[config.mk]
export PLATFORM = sky130hd
export DESIGN_NAME = sslt_top
export DESIGN_NICKNAME = d
export VERILOG_FILES = /design/src/sslt_pkg.sv /design/src/sslt_pwm_if.sv /design/src/sslt_pwm.sv /design/src/sslt_top.sv
export SDC_FILE = /design/constraint.sdc
export NUM_CORES = 2
export LEC_CHECK = 0
export BUFFER_PORTS_ARGS = -buffer_cell sky130_fd_sc_hd__buf_2
export CORE_MARGIN = 1
export CORE_UTILIZATION = 35
export CTS_BUF_LIST = sky130_fd_sc_hd__clkbuf_2
export DETAILED_ROUTE_END_ITERATION = 7
export PLACE_DENSITY = 0.47
export SETUP_SLACK_MARGIN = 0.05
export SLEW_MARGIN = 40
export SYNTH_ARGS = -nofsm -noshare
export SYNTH_HDL_FRONTEND = slang
export SYNTH_HIERARCHICAL = 1
export SYNTH_SLANG_ARGS = --single-unit
[constraint.sdc]
create_clock -name clk -period 5.75 [get_ports clk]
set_input_delay 0.2875 -clock clk [delete_from_list [all_inputs] [get_ports clk]]
set_output_delay 0.2875 -clock clk [all_outputs]
set_load 0.02 [all_outputs]
[src/sslt_pkg.sv]
package sslt_pkg;

  ////////////////////////////////////////////////////////////////////////////
  // Widths
  localparam int ADDR_W    = 7;
  localparam int DATA_W    = 8;
  localparam int REG_IDX_W = 6;
  localparam int REG_COUNT = 64;
  localparam int PIX_WIDTH = 14;
  localparam int PWM_WIDTH = 12;
  localparam int TR_W      = 10;
  localparam int SUB_W     = 5;

  ////////////////////////////////////////////////////////////////////////////
  // Register offsets
  localparam logic [6:0] REG_STATUS   = 7'h03;
  localparam logic [6:0] REG_CTRL     = 7'h04;
  localparam logic [6:0] REG_MODE     = 7'h05;
  localparam logic [6:0] REG_TR_WIDTH = 7'h0e;
  localparam logic [6:0] REG_GUARD    = 7'h0f;
  localparam logic [6:0] REG_TR_POS   = 7'h10;
  localparam logic [6:0] REG_TR_DROP  = 7'h11;
  localparam logic [6:0] REG_PULSE    = 7'h12;
  localparam logic [6:0] REG_REF_PT   = 7'h18;
  localparam logic [6:0] REG_SIG_PT   = 7'h19;
  localparam logic [6:0] REG_PWM_LO   = 7'h1a;
  localparam logic [6:0] REG_PWM_HI   = 7'h1b;
  localparam logic [6:0] REG_LEND_LO  = 7'h1c;
  localparam logic [6:0] REG_LEND_HI  = 7'h1d;
  localparam logic [6:0] REG_OBEND_LO = 7'h1e;
  localparam logic [6:0] REG_OBEND_HI = 7'h1f;
  localparam logic [6:0] REG_LAMP     = 7'h2c;
  localparam int LAMP_STRIDE = 4;
  localparam int PULSE_STRIDE = 2;
  localparam logic [7:0] REG_RESET = 8'h00;

  ////////////////////////////////////////////////////////////////////////////
  // Field positions
  localparam int CTRL_START   = 0;
  localparam int CTRL_STOP    = 1;
  localparam int CTRL_STANDBY = 2;
  localparam int CTRL_CDS     = 3;
  localparam int CTRL_INVERT  = 4;
  localparam int MODE_ILLUM   = 0;
  localparam int MODE_CHAN    = 2;
  localparam int MODE_CIS     = 4;
  localparam int MODE_GRAY    = 6;

  ////////////////////////////////////////////////////////////////////////////
  // Timing
  localparam int ADC_DIV        = 8;
  localparam int CH_COUNT       = 3;
  localparam int PIX_CLKS_PIXEL = ADC_DIV * CH_COUNT;
  localparam int PIX_CLKS_LINE  = ADC_DIV;

  ////////////////////////////////////////////////////////////////////////////
  // Encodings
  localparam logic [1:0] COLOR_R = 2'h0;
  localparam logic [1:0] COLOR_G = 2'h1;
  localparam logic [1:0] COLOR_B = 2'h2;

  typedef enum logic [1:0] {
    ILLUM_OFF   = 2'h0,
    ILLUM_WHITE = 2'h1,
    ILLUM_COLOR = 2'h2,
    ILLUM_GRAY  = 2'h3
  } sslt_illum_t;

  typedef enum logic [1:0] {
    CHAN_PIXEL  = 2'h0,
    CHAN_LINE   = 2'h1,
    CHAN_GRAY1  = 2'h2,
    CHAN_COLOR1 = 2'h3
  } sslt_chan_t;

  typedef enum logic [1:0] {
    CIS_OFF    = 2'h0,
    CIS_EDGE   = 2'h1,
    CIS_CENTER = 2'h2,
    CIS_RSVD   = 2'h3
  } sslt_cis_t;

  typedef enum logic [2:0] {
    SCAN_IDLE = 3'b001,
    SCAN_WAIT = 3'b010,
    SCAN_RUN  = 3'b100
  } sslt_scan_t;

endpackage

[src/sslt_pwm_if.sv]
`timescale 1ns/1ps
interface sslt_pwm_if
  import sslt_pkg::*;
#(
  parameter int W = PWM_WIDTH
);
  logic [W-1:0] duty;
  logic         enable;
  logic         pwmOut;

  modport ctrl (output duty, output enable, input pwmOut);
  modport gen  (input duty, input enable, output pwmOut);
endinterface

[src/sslt_pwm.sv]
`timescale 1ns/1ps
module sslt_pwm
  import sslt_pkg::*;
#(
  parameter int W = PWM_WIDTH
)
(
  input logic        clk,
  input logic        rst,
  sslt_pwm_if.gen    bus
);

  if (W < 1 || W > 16)
  begin : g_bad_width
    $error("sslt_pwm: width out of range");
  end

  typedef struct packed {
    logic [W-1:0] cnt;
    logic         out;
  } sslt_pwm_state_t;

  sslt_pwm_state_t s_q;
  sslt_pwm_state_t s_d;

  ////////////////////////////////////////////////////////////////////////////
  // Free-running period of 2**W clocks
  always_comb
  begin
    s_d = s_q;
    s_d.cnt = s_q.cnt + W'(1);
    s_d.out = bus.enable && (s_q.cnt < bus.duty);
  end

  always_ff @(posedge clk)
  begin
    if (rst)
    begin
      s_q <= '0;
    end
    else
    begin
      s_q <= s_d;
    end
  end

  assign bus.pwmOut = s_q.out;

endmodule

[src/sslt_top.sv]
`timescale 1ns/1ps
// Operation
// - Mode zero holds lamps low; reset default.
// - Mode one: red, blue follow on/off pointers.
// - Mode one green is PWM, duty value/4096.
// - PWM counter period spans 4096 clocks.
// - Mode two lights one color per line.
// - Lamp off at off value; beyond-end limits.
// - Mode three pulses all lamps every line.
// - Pixel counter and lamps run unless standby.
// - Scan starts at next line; red in mode two.
// - Without CDS, sample signal, internal reference.
// - Input stage polarity selectable.
// - Pixel pulses reset at line end; clamp raised there.
// - Both transfer pulses share one width register.
// - Zero guardband: transfer and phase align.
// - Edge mode: one shift period at rise.
// - Center mode: one period centered on phase.
// - Pixel rate: mux per conversion, interleaved.
// - Line rate: mux changes once per line.
// - Per channel drop zero to three transfers.
// - Transfer position inside phase high or low.
// - Gray mode uses selected channel coefficients.
module sslt_top
  import sslt_pkg::*;
#(
  parameter int PIX_W = PIX_WIDTH
)
(
  input  logic              clk,
  input  logic              rst,
  input  logic [ADDR_W-1:0] cfgAddr,
  input  logic [DATA_W-1:0] cfgWrData,
  input  logic              cfgWrEn,
  input  logic              cfgRdEn,
  output logic [DATA_W-1:0] cfgRdData,
  output logic              lampRed,
  output logic              lampGreen,
  output logic              lampBlue,
  output logic              transferPulseFirst,
  output logic              transferPulseSecond,
  output logic [2:0]        transferPulse,
  output logic              shiftPhase1,
  output logic              shiftPhase2,
  output logic              resetGatePulse,
  output logic              auxPixelPulseA,
  output logic              auxPixelPulseB,
  output logic              clampActive,
  output logic              sampleRef,
  output logic              sampleSig,
  output logic              useInternalRef,
  output logic              invertInput,
  output logic              adcConvert,
  output logic [1:0]        muxSel,
  output logic [1:0]        coefSel,
  output logic              lineStart,
  output logic              scanActive
);

  if (PIX_W < 2 || PIX_W > 16)
  begin : g_bad_pix
    $error("sslt_top: pixel counter width out of range");
  end

  typedef struct packed {
    logic [REG_COUNT-1:0][DATA_W-1:0] regs;
    logic [DATA_W-1:0]                rdData;
    logic [SUB_W-1:0]                 pixSub;
    logic [PIX_W-1:0]                 pixCnt;
    logic [2:0]                       adcPh;
    logic [1:0]                       color;
    logic [1:0]                       muxSel;
    logic [1:0]                       coefSel;
    logic [TR_W-1:0]                  trTimer;
    logic [2:0][1:0]                  dropCnt;
    logic [2:0]                       trFire;
    logic [2:0]                       lampLatch;
    logic [2:0]                       lamp;
    sslt_scan_t                       scan;
    logic [2:0]                       transfer;
    logic                             trFirst;
    logic                             trSecond;
    logic                             phase1;
    logic                             phase2;
    logic [2:0]                       pixPulse;
    logic                             clamp;
    logic                             sampleRef;
    logic                             sampleSig;
    logic                             intRef;
    logic                             invert;
    logic                             adcConvert;
    logic                             lineStart;
  } sslt_top_state_t;

  sslt_top_state_t s_q;
  sslt_top_state_t s_d;

  ////////////////////////////////////////////////////////////////////////////
  // Decoded settings
  logic              standby;
  logic              cds;
  sslt_illum_t       illum;
  sslt_chan_t        chan;
  sslt_cis_t         cis;
  logic [1:0]        graySel;
  logic [SUB_W-1:0]  pixLen;
  logic              lastSub;
  logic [PIX_W-1:0]  lineEnd;
  logic [PIX_W-1:0]  obEnd;
  logic              endOfLine;
  logic [PWM_WIDTH-1:0] pwmDuty;
  logic [TR_W-1:0]   wdt;
  logic [TR_W-1:0]   gb;
  logic [TR_W-1:0]   span;
  logic [TR_W-1:0]   pl;
  logic [TR_W-1:0]   t;
  logic              phaseNorm;
  logic              tFirst;
  logic              tSecond;
  logic              phaseNext;
  logic [2:0]        lampOnHit;
  logic [2:0]        lampOffHit;
  logic [2:0]        pulseHit;
  logic [2:0]        trPick;
  logic [DATA_W-1:0] statusByte;
  sslt_pwm_if #(.W(PWM_WIDTH)) pwmBus ();

  assign standby  = s_q.regs[REG_CTRL][CTRL_STANDBY];
  assign cds      = s_q.regs[REG_CTRL][CTRL_CDS];
  assign illum    = sslt_illum_t'(s_q.regs[REG_MODE][MODE_ILLUM +: 2]);
  assign chan     = sslt_chan_t'(s_q.regs[REG_MODE][MODE_CHAN +: 2]);
  assign cis      = sslt_cis_t'(s_q.regs[REG_MODE][MODE_CIS +: 2]);
  assign graySel  = (s_q.regs[REG_MODE][MODE_GRAY +: 2] == 2'h3) ? COLOR_B
                  : s_q.regs[REG_MODE][MODE_GRAY +: 2];
  // Pixel rate mode scans three channels per pixel period
  assign pixLen   = (chan == CHAN_PIXEL) ? SUB_W'(PIX_CLKS_PIXEL)
                  : SUB_W'(PIX_CLKS_LINE);
  assign lastSub  = (s_q.pixSub == pixLen - SUB_W'(1));
  assign lineEnd  = PIX_W'({s_q.regs[REG_LEND_HI], s_q.regs[REG_LEND_LO]});
  assign obEnd    = PIX_W'({s_q.regs[REG_OBEND_HI], s_q.regs[REG_OBEND_LO]});
  // >= so that lowering the line end never strands the counter
  assign endOfLine = lastSub && (s_q.pixCnt >= lineEnd);
  assign pwmDuty  = PWM_WIDTH'({s_q.regs[REG_PWM_HI], s_q.regs[REG_PWM_LO]});

  ////////////////////////////////////////////////////////////////////////////
  // Transfer window, timed from line start
  assign wdt  = TR_W'(s_q.regs[REG_TR_WIDTH]);
  assign gb   = TR_W'(s_q.regs[REG_GUARD][3:0]);
  assign span = wdt + gb + gb;
  assign pl   = TR_W'(pixLen);
  assign t    = s_q.trTimer;
  assign phaseNorm = (s_q.pixSub < (pixLen >> 1));

  always_comb
  begin
    tFirst    = 1'b0;
    tSecond   = 1'b0;
    phaseNext = phaseNorm;
    unique case (cis)
      CIS_EDGE:
      begin
        tFirst = (t < pl);
      end
      CIS_CENTER:
      begin
        tFirst = (t < pl);
        if (t < pl)
        begin
          phaseNext = (t >= (pl >> 2)) && (t < (pl >> 2) + (pl >> 1));
        end
      end
      default:
      begin
        // Zero guard makes both edges coincide
        tFirst  = (t >= gb) && (t < gb + wdt);
        tSecond = (t >= span + gb) && (t < span + gb + wdt);
        if (t < span)
        begin
          phaseNext = 1'b1;
        end
        else if (t < span + span)
        begin
          phaseNext = 1'b0;
        end
      end
    endcase
  end

  ////////////////////////////////////////////////////////////////////////////
  // Per-color compares
  for (genvar c = 0; c < 3; c++)
  begin : g_color
    logic [PIX_W-1:0] onVal;
    logic [PIX_W-1:0] offVal;
    logic [SUB_W-1:0] pOn;
    logic [SUB_W-1:0] pOff;
    assign onVal  = PIX_W'({s_q.regs[REG_LAMP + c * LAMP_STRIDE + 1],
                            s_q.regs[REG_LAMP + c * LAMP_STRIDE]});
    assign offVal = PIX_W'({s_q.regs[REG_LAMP + c * LAMP_STRIDE + 3],
                            s_q.regs[REG_LAMP + c * LAMP_STRIDE + 2]});
    // Values past line end never match: lamp stays as it is
    assign lampOnHit[c]  = (s_q.pixCnt == onVal);
    assign lampOffHit[c] = (s_q.pixCnt == offVal);
    assign pOn  = s_q.regs[REG_PULSE + c * PULSE_STRIDE][SUB_W-1:0];
    assign pOff = s_q.regs[REG_PULSE + c * PULSE_STRIDE + 1][SUB_W-1:0];
    assign pulseHit[c] = (s_q.pixSub >= pOn) && (s_q.pixSub < pOff);
    assign trPick[c] = s_q.trFire[c]
                     && (s_q.regs[REG_TR_POS][c] ? tSecond : tFirst);
  end

  assign statusByte = {3'h0, standby, s_q.scan == SCAN_WAIT,
                       s_q.scan == SCAN_RUN, s_q.color};

  ////////////////////////////////////////////////////////////////////////////
  // Next state
  always_comb
  begin
    s_d = s_q;
    s_d.lineStart  = 1'b0;
    s_d.adcConvert = 1'b0;

    // Register port
    if (cfgWrEn && !cfgAddr[ADDR_W-1] && cfgAddr != REG_STATUS)
    begin
      s_d.regs[cfgAddr[REG_IDX_W-1:0]] = cfgWrData;
    end
    if (cfgWrEn && cfgAddr == REG_CTRL)
    begin
      if (cfgWrData[CTRL_STOP])
      begin
        s_d.scan = SCAN_IDLE;
      end
      else if (cfgWrData[CTRL_START] && s_q.scan == SCAN_IDLE)
      begin
        s_d.scan = SCAN_WAIT;
      end
    end
    // Start and stop act as strobes only
    s_d.regs[REG_CTRL][CTRL_START] = 1'b0;
    s_d.regs[REG_CTRL][CTRL_STOP]  = 1'b0;
    if (cfgRdEn)
    begin
      if (cfgAddr == REG_STATUS)
      begin
        s_d.rdData = statusByte;
      end
      else if (!cfgAddr[ADDR_W-1])
      begin
        s_d.rdData = s_q.regs[cfgAddr[REG_IDX_W-1:0]];
      end
      else
      begin
        s_d.rdData = REG_RESET;
      end
    end

    // Timing core; frozen only in standby
    if (!standby)
    begin
      s_d.adcPh  = s_q.adcPh + 3'h1;
      s_d.pixSub = lastSub ? '0 : s_q.pixSub + SUB_W'(1);
      if (lastSub)
      begin
        s_d.pixCnt = s_q.pixCnt + PIX_W'(1);
      end
      if (s_q.trTimer != '1)
      begin
        s_d.trTimer = s_q.trTimer + TR_W'(1);
      end
      s_d.adcConvert = (s_q.adcPh == 3'(ADC_DIV - 1));
      if (s_q.pixCnt >= obEnd)
      begin
        s_d.clamp = 1'b0;
      end
      for (int c = 0; c < 3; c++)
      begin
        if (lampOnHit[c])
        begin
          s_d.lampLatch[c] = 1'b1;
        end
        if (lampOffHit[c])
        begin
          s_d.lampLatch[c] = 1'b0;
        end
      end
      if (endOfLine)
      begin
        s_d.pixCnt    = '0;
        s_d.lineStart = 1'b1;
        s_d.trTimer   = '0;
        s_d.adcPh     = '0;
        s_d.clamp     = 1'b1;
        s_d.color = (s_q.color == COLOR_B) ? COLOR_R
                  : s_q.color + 2'h1;
        for (int c = 0; c < 3; c++)
        begin
          // Skipped transfers lengthen this channel's integration
          if (s_q.dropCnt[c] >= s_q.regs[REG_TR_DROP][2 * c +: 2])
          begin
            s_d.dropCnt[c] = 2'h0;
            s_d.trFire[c]  = 1'b1;
          end
          else
          begin
            s_d.dropCnt[c] = s_q.dropCnt[c] + 2'h1;
            s_d.trFire[c]  = 1'b0;
          end
          if (illum == ILLUM_COLOR && s_d.color != 2'(c))
          begin
            s_d.lampLatch[c] = 1'b0;
          end
        end
        if (s_q.scan == SCAN_WAIT
            && (illum != ILLUM_COLOR || s_d.color == COLOR_R))
        begin
          s_d.scan = SCAN_RUN;
        end
      end

      // Channel selection
      unique case (chan)
        CHAN_PIXEL:
        begin
          if (s_d.lineStart)
          begin
            s_d.muxSel = COLOR_R;
          end
          else if (s_d.adcConvert)
          begin
            s_d.muxSel = (s_q.muxSel == COLOR_B) ? COLOR_R
                       : s_q.muxSel + 2'h1;
          end
          s_d.coefSel = s_d.muxSel;
        end
        CHAN_LINE:
        begin
          s_d.muxSel  = s_d.color;
          s_d.coefSel = s_d.color;
        end
        CHAN_GRAY1:
        begin
          s_d.muxSel  = graySel;
          s_d.coefSel = graySel;
        end
        CHAN_COLOR1:
        begin
          // Readout trails the lit color by one line
          s_d.muxSel  = COLOR_B;
          s_d.coefSel = (s_d.color == COLOR_R) ? COLOR_B
                      : s_d.color - 2'h1;
        end
      endcase
    end

    // Registered pins
    unique case (illum)
      ILLUM_OFF:
      begin
        s_d.lamp = 3'h0;
      end
      ILLUM_WHITE:
      begin
        s_d.lamp = {s_q.lampLatch[2], pwmBus.pwmOut,
                    s_q.lampLatch[0]};
      end
      ILLUM_COLOR:
      begin
        for (int c = 0; c < 3; c++)
        begin
          s_d.lamp[c] = s_q.lampLatch[c] && (s_q.color == 2'(c));
        end
      end
      ILLUM_GRAY:
      begin
        s_d.lamp = s_q.lampLatch;
      end
    endcase
    s_d.trFirst   = tFirst;
    s_d.trSecond  = tSecond;
    s_d.transfer  = trPick;
    s_d.phase1    = phaseNext;
    s_d.phase2    = !phaseNext;
    // Pixel pulses held low at line end
    s_d.pixPulse  = (s_q.pixCnt >= lineEnd) ? 3'h0 : pulseHit;
    s_d.sampleRef = cds && (s_q.pixSub == s_q.regs[REG_REF_PT][SUB_W-1:0]);
    s_d.sampleSig = (s_q.pixSub == s_q.regs[REG_SIG_PT][SUB_W-1:0]);
    s_d.intRef    = !cds;
    s_d.invert    = s_q.regs[REG_CTRL][CTRL_INVERT];
    if (standby)
    begin
      s_d.lamp      = 3'h0;
      s_d.trFirst   = 1'b0;
      s_d.trSecond  = 1'b0;
      s_d.transfer  = 3'h0;
      s_d.phase1    = 1'b0;
      s_d.phase2    = 1'b0;
      s_d.pixPulse  = 3'h0;
      s_d.sampleRef = 1'b0;
      s_d.sampleSig = 1'b0;
    end
  end

  always_ff @(posedge clk)
  begin
    if (rst)
    begin
      s_q      <= '0;
      s_q.scan <= SCAN_IDLE;
    end
    else
    begin
      s_q <= s_d;
    end
  end

  ////////////////////////////////////////////////////////////////////////////
  // Green lamp PWM

  assign pwmBus.duty   = pwmDuty;
  assign pwmBus.enable = !standby && (illum == ILLUM_WHITE);

  sslt_pwm #(.W(PWM_WIDTH)) uPwm (
    .clk (clk),
    .rst (rst),
    .bus (pwmBus.gen)
  );

  ////////////////////////////////////////////////////////////////////////////
  // Outputs
  assign cfgRdData           = s_q.rdData;
  assign lampRed             = s_q.lamp[0];
  assign lampGreen           = s_q.lamp[1];
  assign lampBlue            = s_q.lamp[2];
  assign transferPulseFirst  = s_q.trFirst;
  assign transferPulseSecond = s_q.trSecond;
  assign transferPulse       = s_q.transfer;
  assign shiftPhase1         = s_q.phase1;
  assign shiftPhase2         = s_q.phase2;
  assign resetGatePulse      = s_q.pixPulse[0];
  assign auxPixelPulseA      = s_q.pixPulse[1];
  assign auxPixelPulseB      = s_q.pixPulse[2];
  assign clampActive         = s_q.clamp;
  assign sampleRef           = s_q.sampleRef;
  assign sampleSig           = s_q.sampleSig;
  assign useInternalRef      = s_q.intRef;
  assign invertInput         = s_q.invert;
  assign adcConvert          = s_q.adcConvert;
  assign muxSel              = s_q.muxSel;
  assign coefSel             = s_q.coefSel;
  assign lineStart           = s_q.lineStart;
  // One-hot code: bit 2 is the run flop itself
  assign scanActive          = s_q.scan[2];

endmodule

==> results.toml <==
[power]
power.ir.vdd_worst_mv = 0.126
p_total_uw = 8340
cellLeakagePower_uw = 0.0132
power_density_nw_per_um2 = 236

[synth]
synth-edff-count = 0
post_synth_num_cell_types = 83
mean_instance_size_in_the_synthesized_netlist_sq_um = 8.35
synth_area_leader_cell = "sky130_fd_sc_hd__dfxtp_1"
synth-simple-area-share = 0.174
compound_gate_fraction_of_synth_area = 0.175
dominant_combinational_cell_family_by_area_after_synthesis = "compound AO/OA/AOI/OAI gates"
synth.cell_area_sq_um = 31900
post_synth_xor_area_fraction = 0.0417
synth_most_common_cell = "sky130_fd_sc_hd__dfxtp_1"
ys.warnings.count = 6
synth.top_cells.by_count = "sky130_fd_sc_hd__dfxtp_1, sky130_fd_sc_hd__nand2_1, sky130_fd_sc_hd__a21oi_1, sky130_fd_sc_hd__nor2_1, sky130_fd_sc_hd__o21ai_0"
ys_seq_elements = 604
synth_top_cells_by_area = "sky130_fd_sc_hd__dfxtp_1, sky130_fd_sc_hd__a21oi_1, sky130_fd_sc_hd__mux2i_1, sky130_fd_sc_hd__nand2_1, sky130_fd_sc_hd__ha_1"
synth_mux_area_frac = 0.111
syn-instance-count = 3824
synthAdderAreaFrac = 0.0613
yosysTopAreaCellShare = 0.379
synth-seq-area-share = 0.379
async_reset_ff_frac = 0
synth_top_flop_cell = "sky130_fd_sc_hd__dfxtp_1"

[die]
num_rows = 110
die_width_um = 304
chipHeight_um = 304
design.core.area_sq_um = 90100
fp.dieArea_sq_um = 92400
num_io_pins = 52
initial_core_util = 0.354

[cells_and_area]
sequential_area_sq_um = 12100
layoutNonFillerInstCount = 5188
area_of_the_multi_input_gates_sq_um = 18100
final.fill_count = 9405
share_of_final_layout_standard_cells_stronger_than_drive_strength_1 = 0.138
final_core_utilization = 0.392
final_cell_area_sq_um = 35300
area_growth_syn_to_layout_pct = 10.7
design.final.nets = 4053

[cts]
number_of_buffers_inserted_during_clock_tree_synthesis = 173
clk_root_buffer_cell = "sky130_fd_sc_hd__clkbuf_2"
cts_tree = "done"
insertion_delay_ns = 1.46
tritoncts_num_sinks = 604
cts_max_level = 4
clk_path_buf_depth = 3
cts.reportedPaths.clkPinSlew_ns = 0.10

[sta]
max-slew-margin-rel = 0.343
report.final.slew_viol_count = 0
timing.clock.skew_ns = 0.0949
timing_hold_violations_final = 0
period_share = 0.931
fin_setup_tns_ns = 0
worst-slew-pin-transition_ns = 0.985
shortest_clock_period_the_worst_path_allows_after_layout_ns = 5.35
setup_repair_after_global_routing_missed_its_margin = "false"
setup_viol_count_final = 0
fmax_ghz = 0.187

[grt]
grt_first_pass_wirelength_um = 181000
first_global_vias = 27400
grt-ovfl-total = 0
antenna_found_initial = 5
grt_start_max_net_pins = 175
grt.total_usage = 0.257

[detailed_routing]
wl_per_cell_um = 23.4
drt-initial-drc-count = 2570
drt_wl_total_um = 121000
mean_number_of_vias_per_cell = 5.50
route.antenna.remaining_nets = 0
drc = 0
via_count = 28500
drt_pass1_iterations = 6

[setup_path]
critical_path_class = "flip-flop to flip-flop"
critical_path.startpoint_type = "flip-flop"
worstPathMaxFanout = 6
worst_ep_arrival_time_ns = 6.67
critical_path_required_ns = 7.07
crit_path_top_delay_cell = "sky130_fd_sc_hd__fa_2"
timing.critical_path.cells = "ha_2 > fa_1 > inv_1 > fa_2 > inv_1 > ha_1 > a21o_1 > a21oi_2 > nor2b_1 > o21a_1 > xnor2_2 > ha_1 > o211a_1 > o21a_1 > o21a_1 > or2_2 > ha_1 > a22o_1 > o41ai_1 > o21ai_1 > o21ai_0 > o211a_1"
setup.worst_path.end_class = "flip-flop"
worst_path_largest_cell_delay_ns = 0.59

[place]
place.detailed.instances = 4823
routabilityCongestion = 0.859
dpl-instance-area_sq_um = 33000
placement.io_buffers = 51
dpl.hpwl_um = 78300

[outcome]
run_status = "finished, final reports clean"

[run]
cap_viol_max_count = 0

[worst_hold_path]
hold_class = "input pin to flip-flop"
cell type report:
cell class                 count  area share
multi-input combinational   2793       0.512
tap                         1176      0.0417
antenna                        4    0.000283
clock inverter                41     0.00914
clock buffer                 262      0.0371
timing repair buffer         185      0.0448
inverter                     123      0.0131
sequential                   604       0.342
critical path: cells and delay by family (launching register included):
kind | cells | cell delay [ns]
flops | 1 | 0.36
fa+ha+maj | 6 | 2.21
buf+inv | 2 | 0.13
compound gates | 11 | 2.09
xor+xnor | 1 | 0.15
simple gates | 2 | 0.36
registers in the layout, summed over array words and instances (netlist names), 4 cells and up:
name,count
cfgRdData,8
g_color.offVal,42
g_color.onVal,42
g_color.pOff,15
g_color.pOn,15
gb,4
lineEnd,14
obEnd,14
pwmBus.duty,12
s_q,382
t,10
uPwm/s_q,12
final timing paths:
path | startpoint | endpoint | slack, ns | depth (start not counted)
min | cfgAddr[5] | cfgRdData[6] | 0.22 | 5
max | s_q[193] | transferPulse[2] | 0.40 | 22
max reg2reg | s_q[193] | transferPulse[2] | 0.40 | 22
min reg2reg | s_q[33] | s_q[33] | 0.45 | 1
timing repair:
action / CTS / global route
setup buffers: 0 / 0
cloned: 0 / 0
gates resized for setup: 1 / 12
setup endpoints to repair: 1 / 4
endpoints found under the hold margin: 572 / 0
hold buffers: 57 / 0
layer usage:
layer	routed length (um)	part of all wire	global-route usage	vias up
met5	17	0.00014	0	-
met4	3220	0.027	0.0895	2
met3	7420	0.061	0.0529	191
met2	55100	0.45	0.402	859
met1	55500	0.46	0.351	13900
li1	-	-	-	13600
logic make-up after synthesis:
kind of cell	Yosys count
multiplexers	283
AND/OR/NAND/NOR	1240
XOR/XNOR	151
adder cells (fa/ha/maj)	154
flip-flops	604
buffers and inverters	428
AO/OA/AOI/OAI	963
other	1
power breakdown:
group          total, uW  switching [uW]  internal, uW
registers           4230            30.8          4200
logic                673             493           180
clock network       3430            1960          1470
total               8340            2480          5850
placed cells by master (no fill, tap or decap), types with 55 or more instances in the layout:
| master | Yosys | routed |
|---|---|---|
| sky130_fd_sc_hd__dfxtp_1 | 604 | 601 |
| sky130_fd_sc_hd__nand2_1 | 530 | 530 |
| sky130_fd_sc_hd__a21oi_1 | 482 | 481 |
| sky130_fd_sc_hd__nor2_1 | 302 | 295 |
| sky130_fd_sc_hd__clkbuf_2 | 0 | 262 |
| sky130_fd_sc_hd__o21ai_0 | 226 | 222 |
| sky130_fd_sc_hd__mux2i_1 | 200 | 200 |
| sky130_fd_sc_hd__nand3_1 | 182 | 181 |
| sky130_fd_sc_hd__ha_1 | 150 | 149 |
| sky130_fd_sc_hd__inv_1 | 122 | 122 |
| sky130_fd_sc_hd__xor2_1 | 93 | 92 |
| sky130_fd_sc_hd__buf_4 | 36 | 64 |
| sky130_fd_sc_hd__xnor2_1 | 57 | 55 |
stage by stage:
stage / setup WS (ns) / hold WS (ns)
after floorplan: 0.603 / 0.359
after global placement: 0.166 / 0.432
after detailed placement: 0.0798 / 0.434
after CTS: 0.0885 / 0.0494
after global routing: 0.0765 / 0.185
final: 0.399 / 0.218
(Power assumes the default switching activity.)
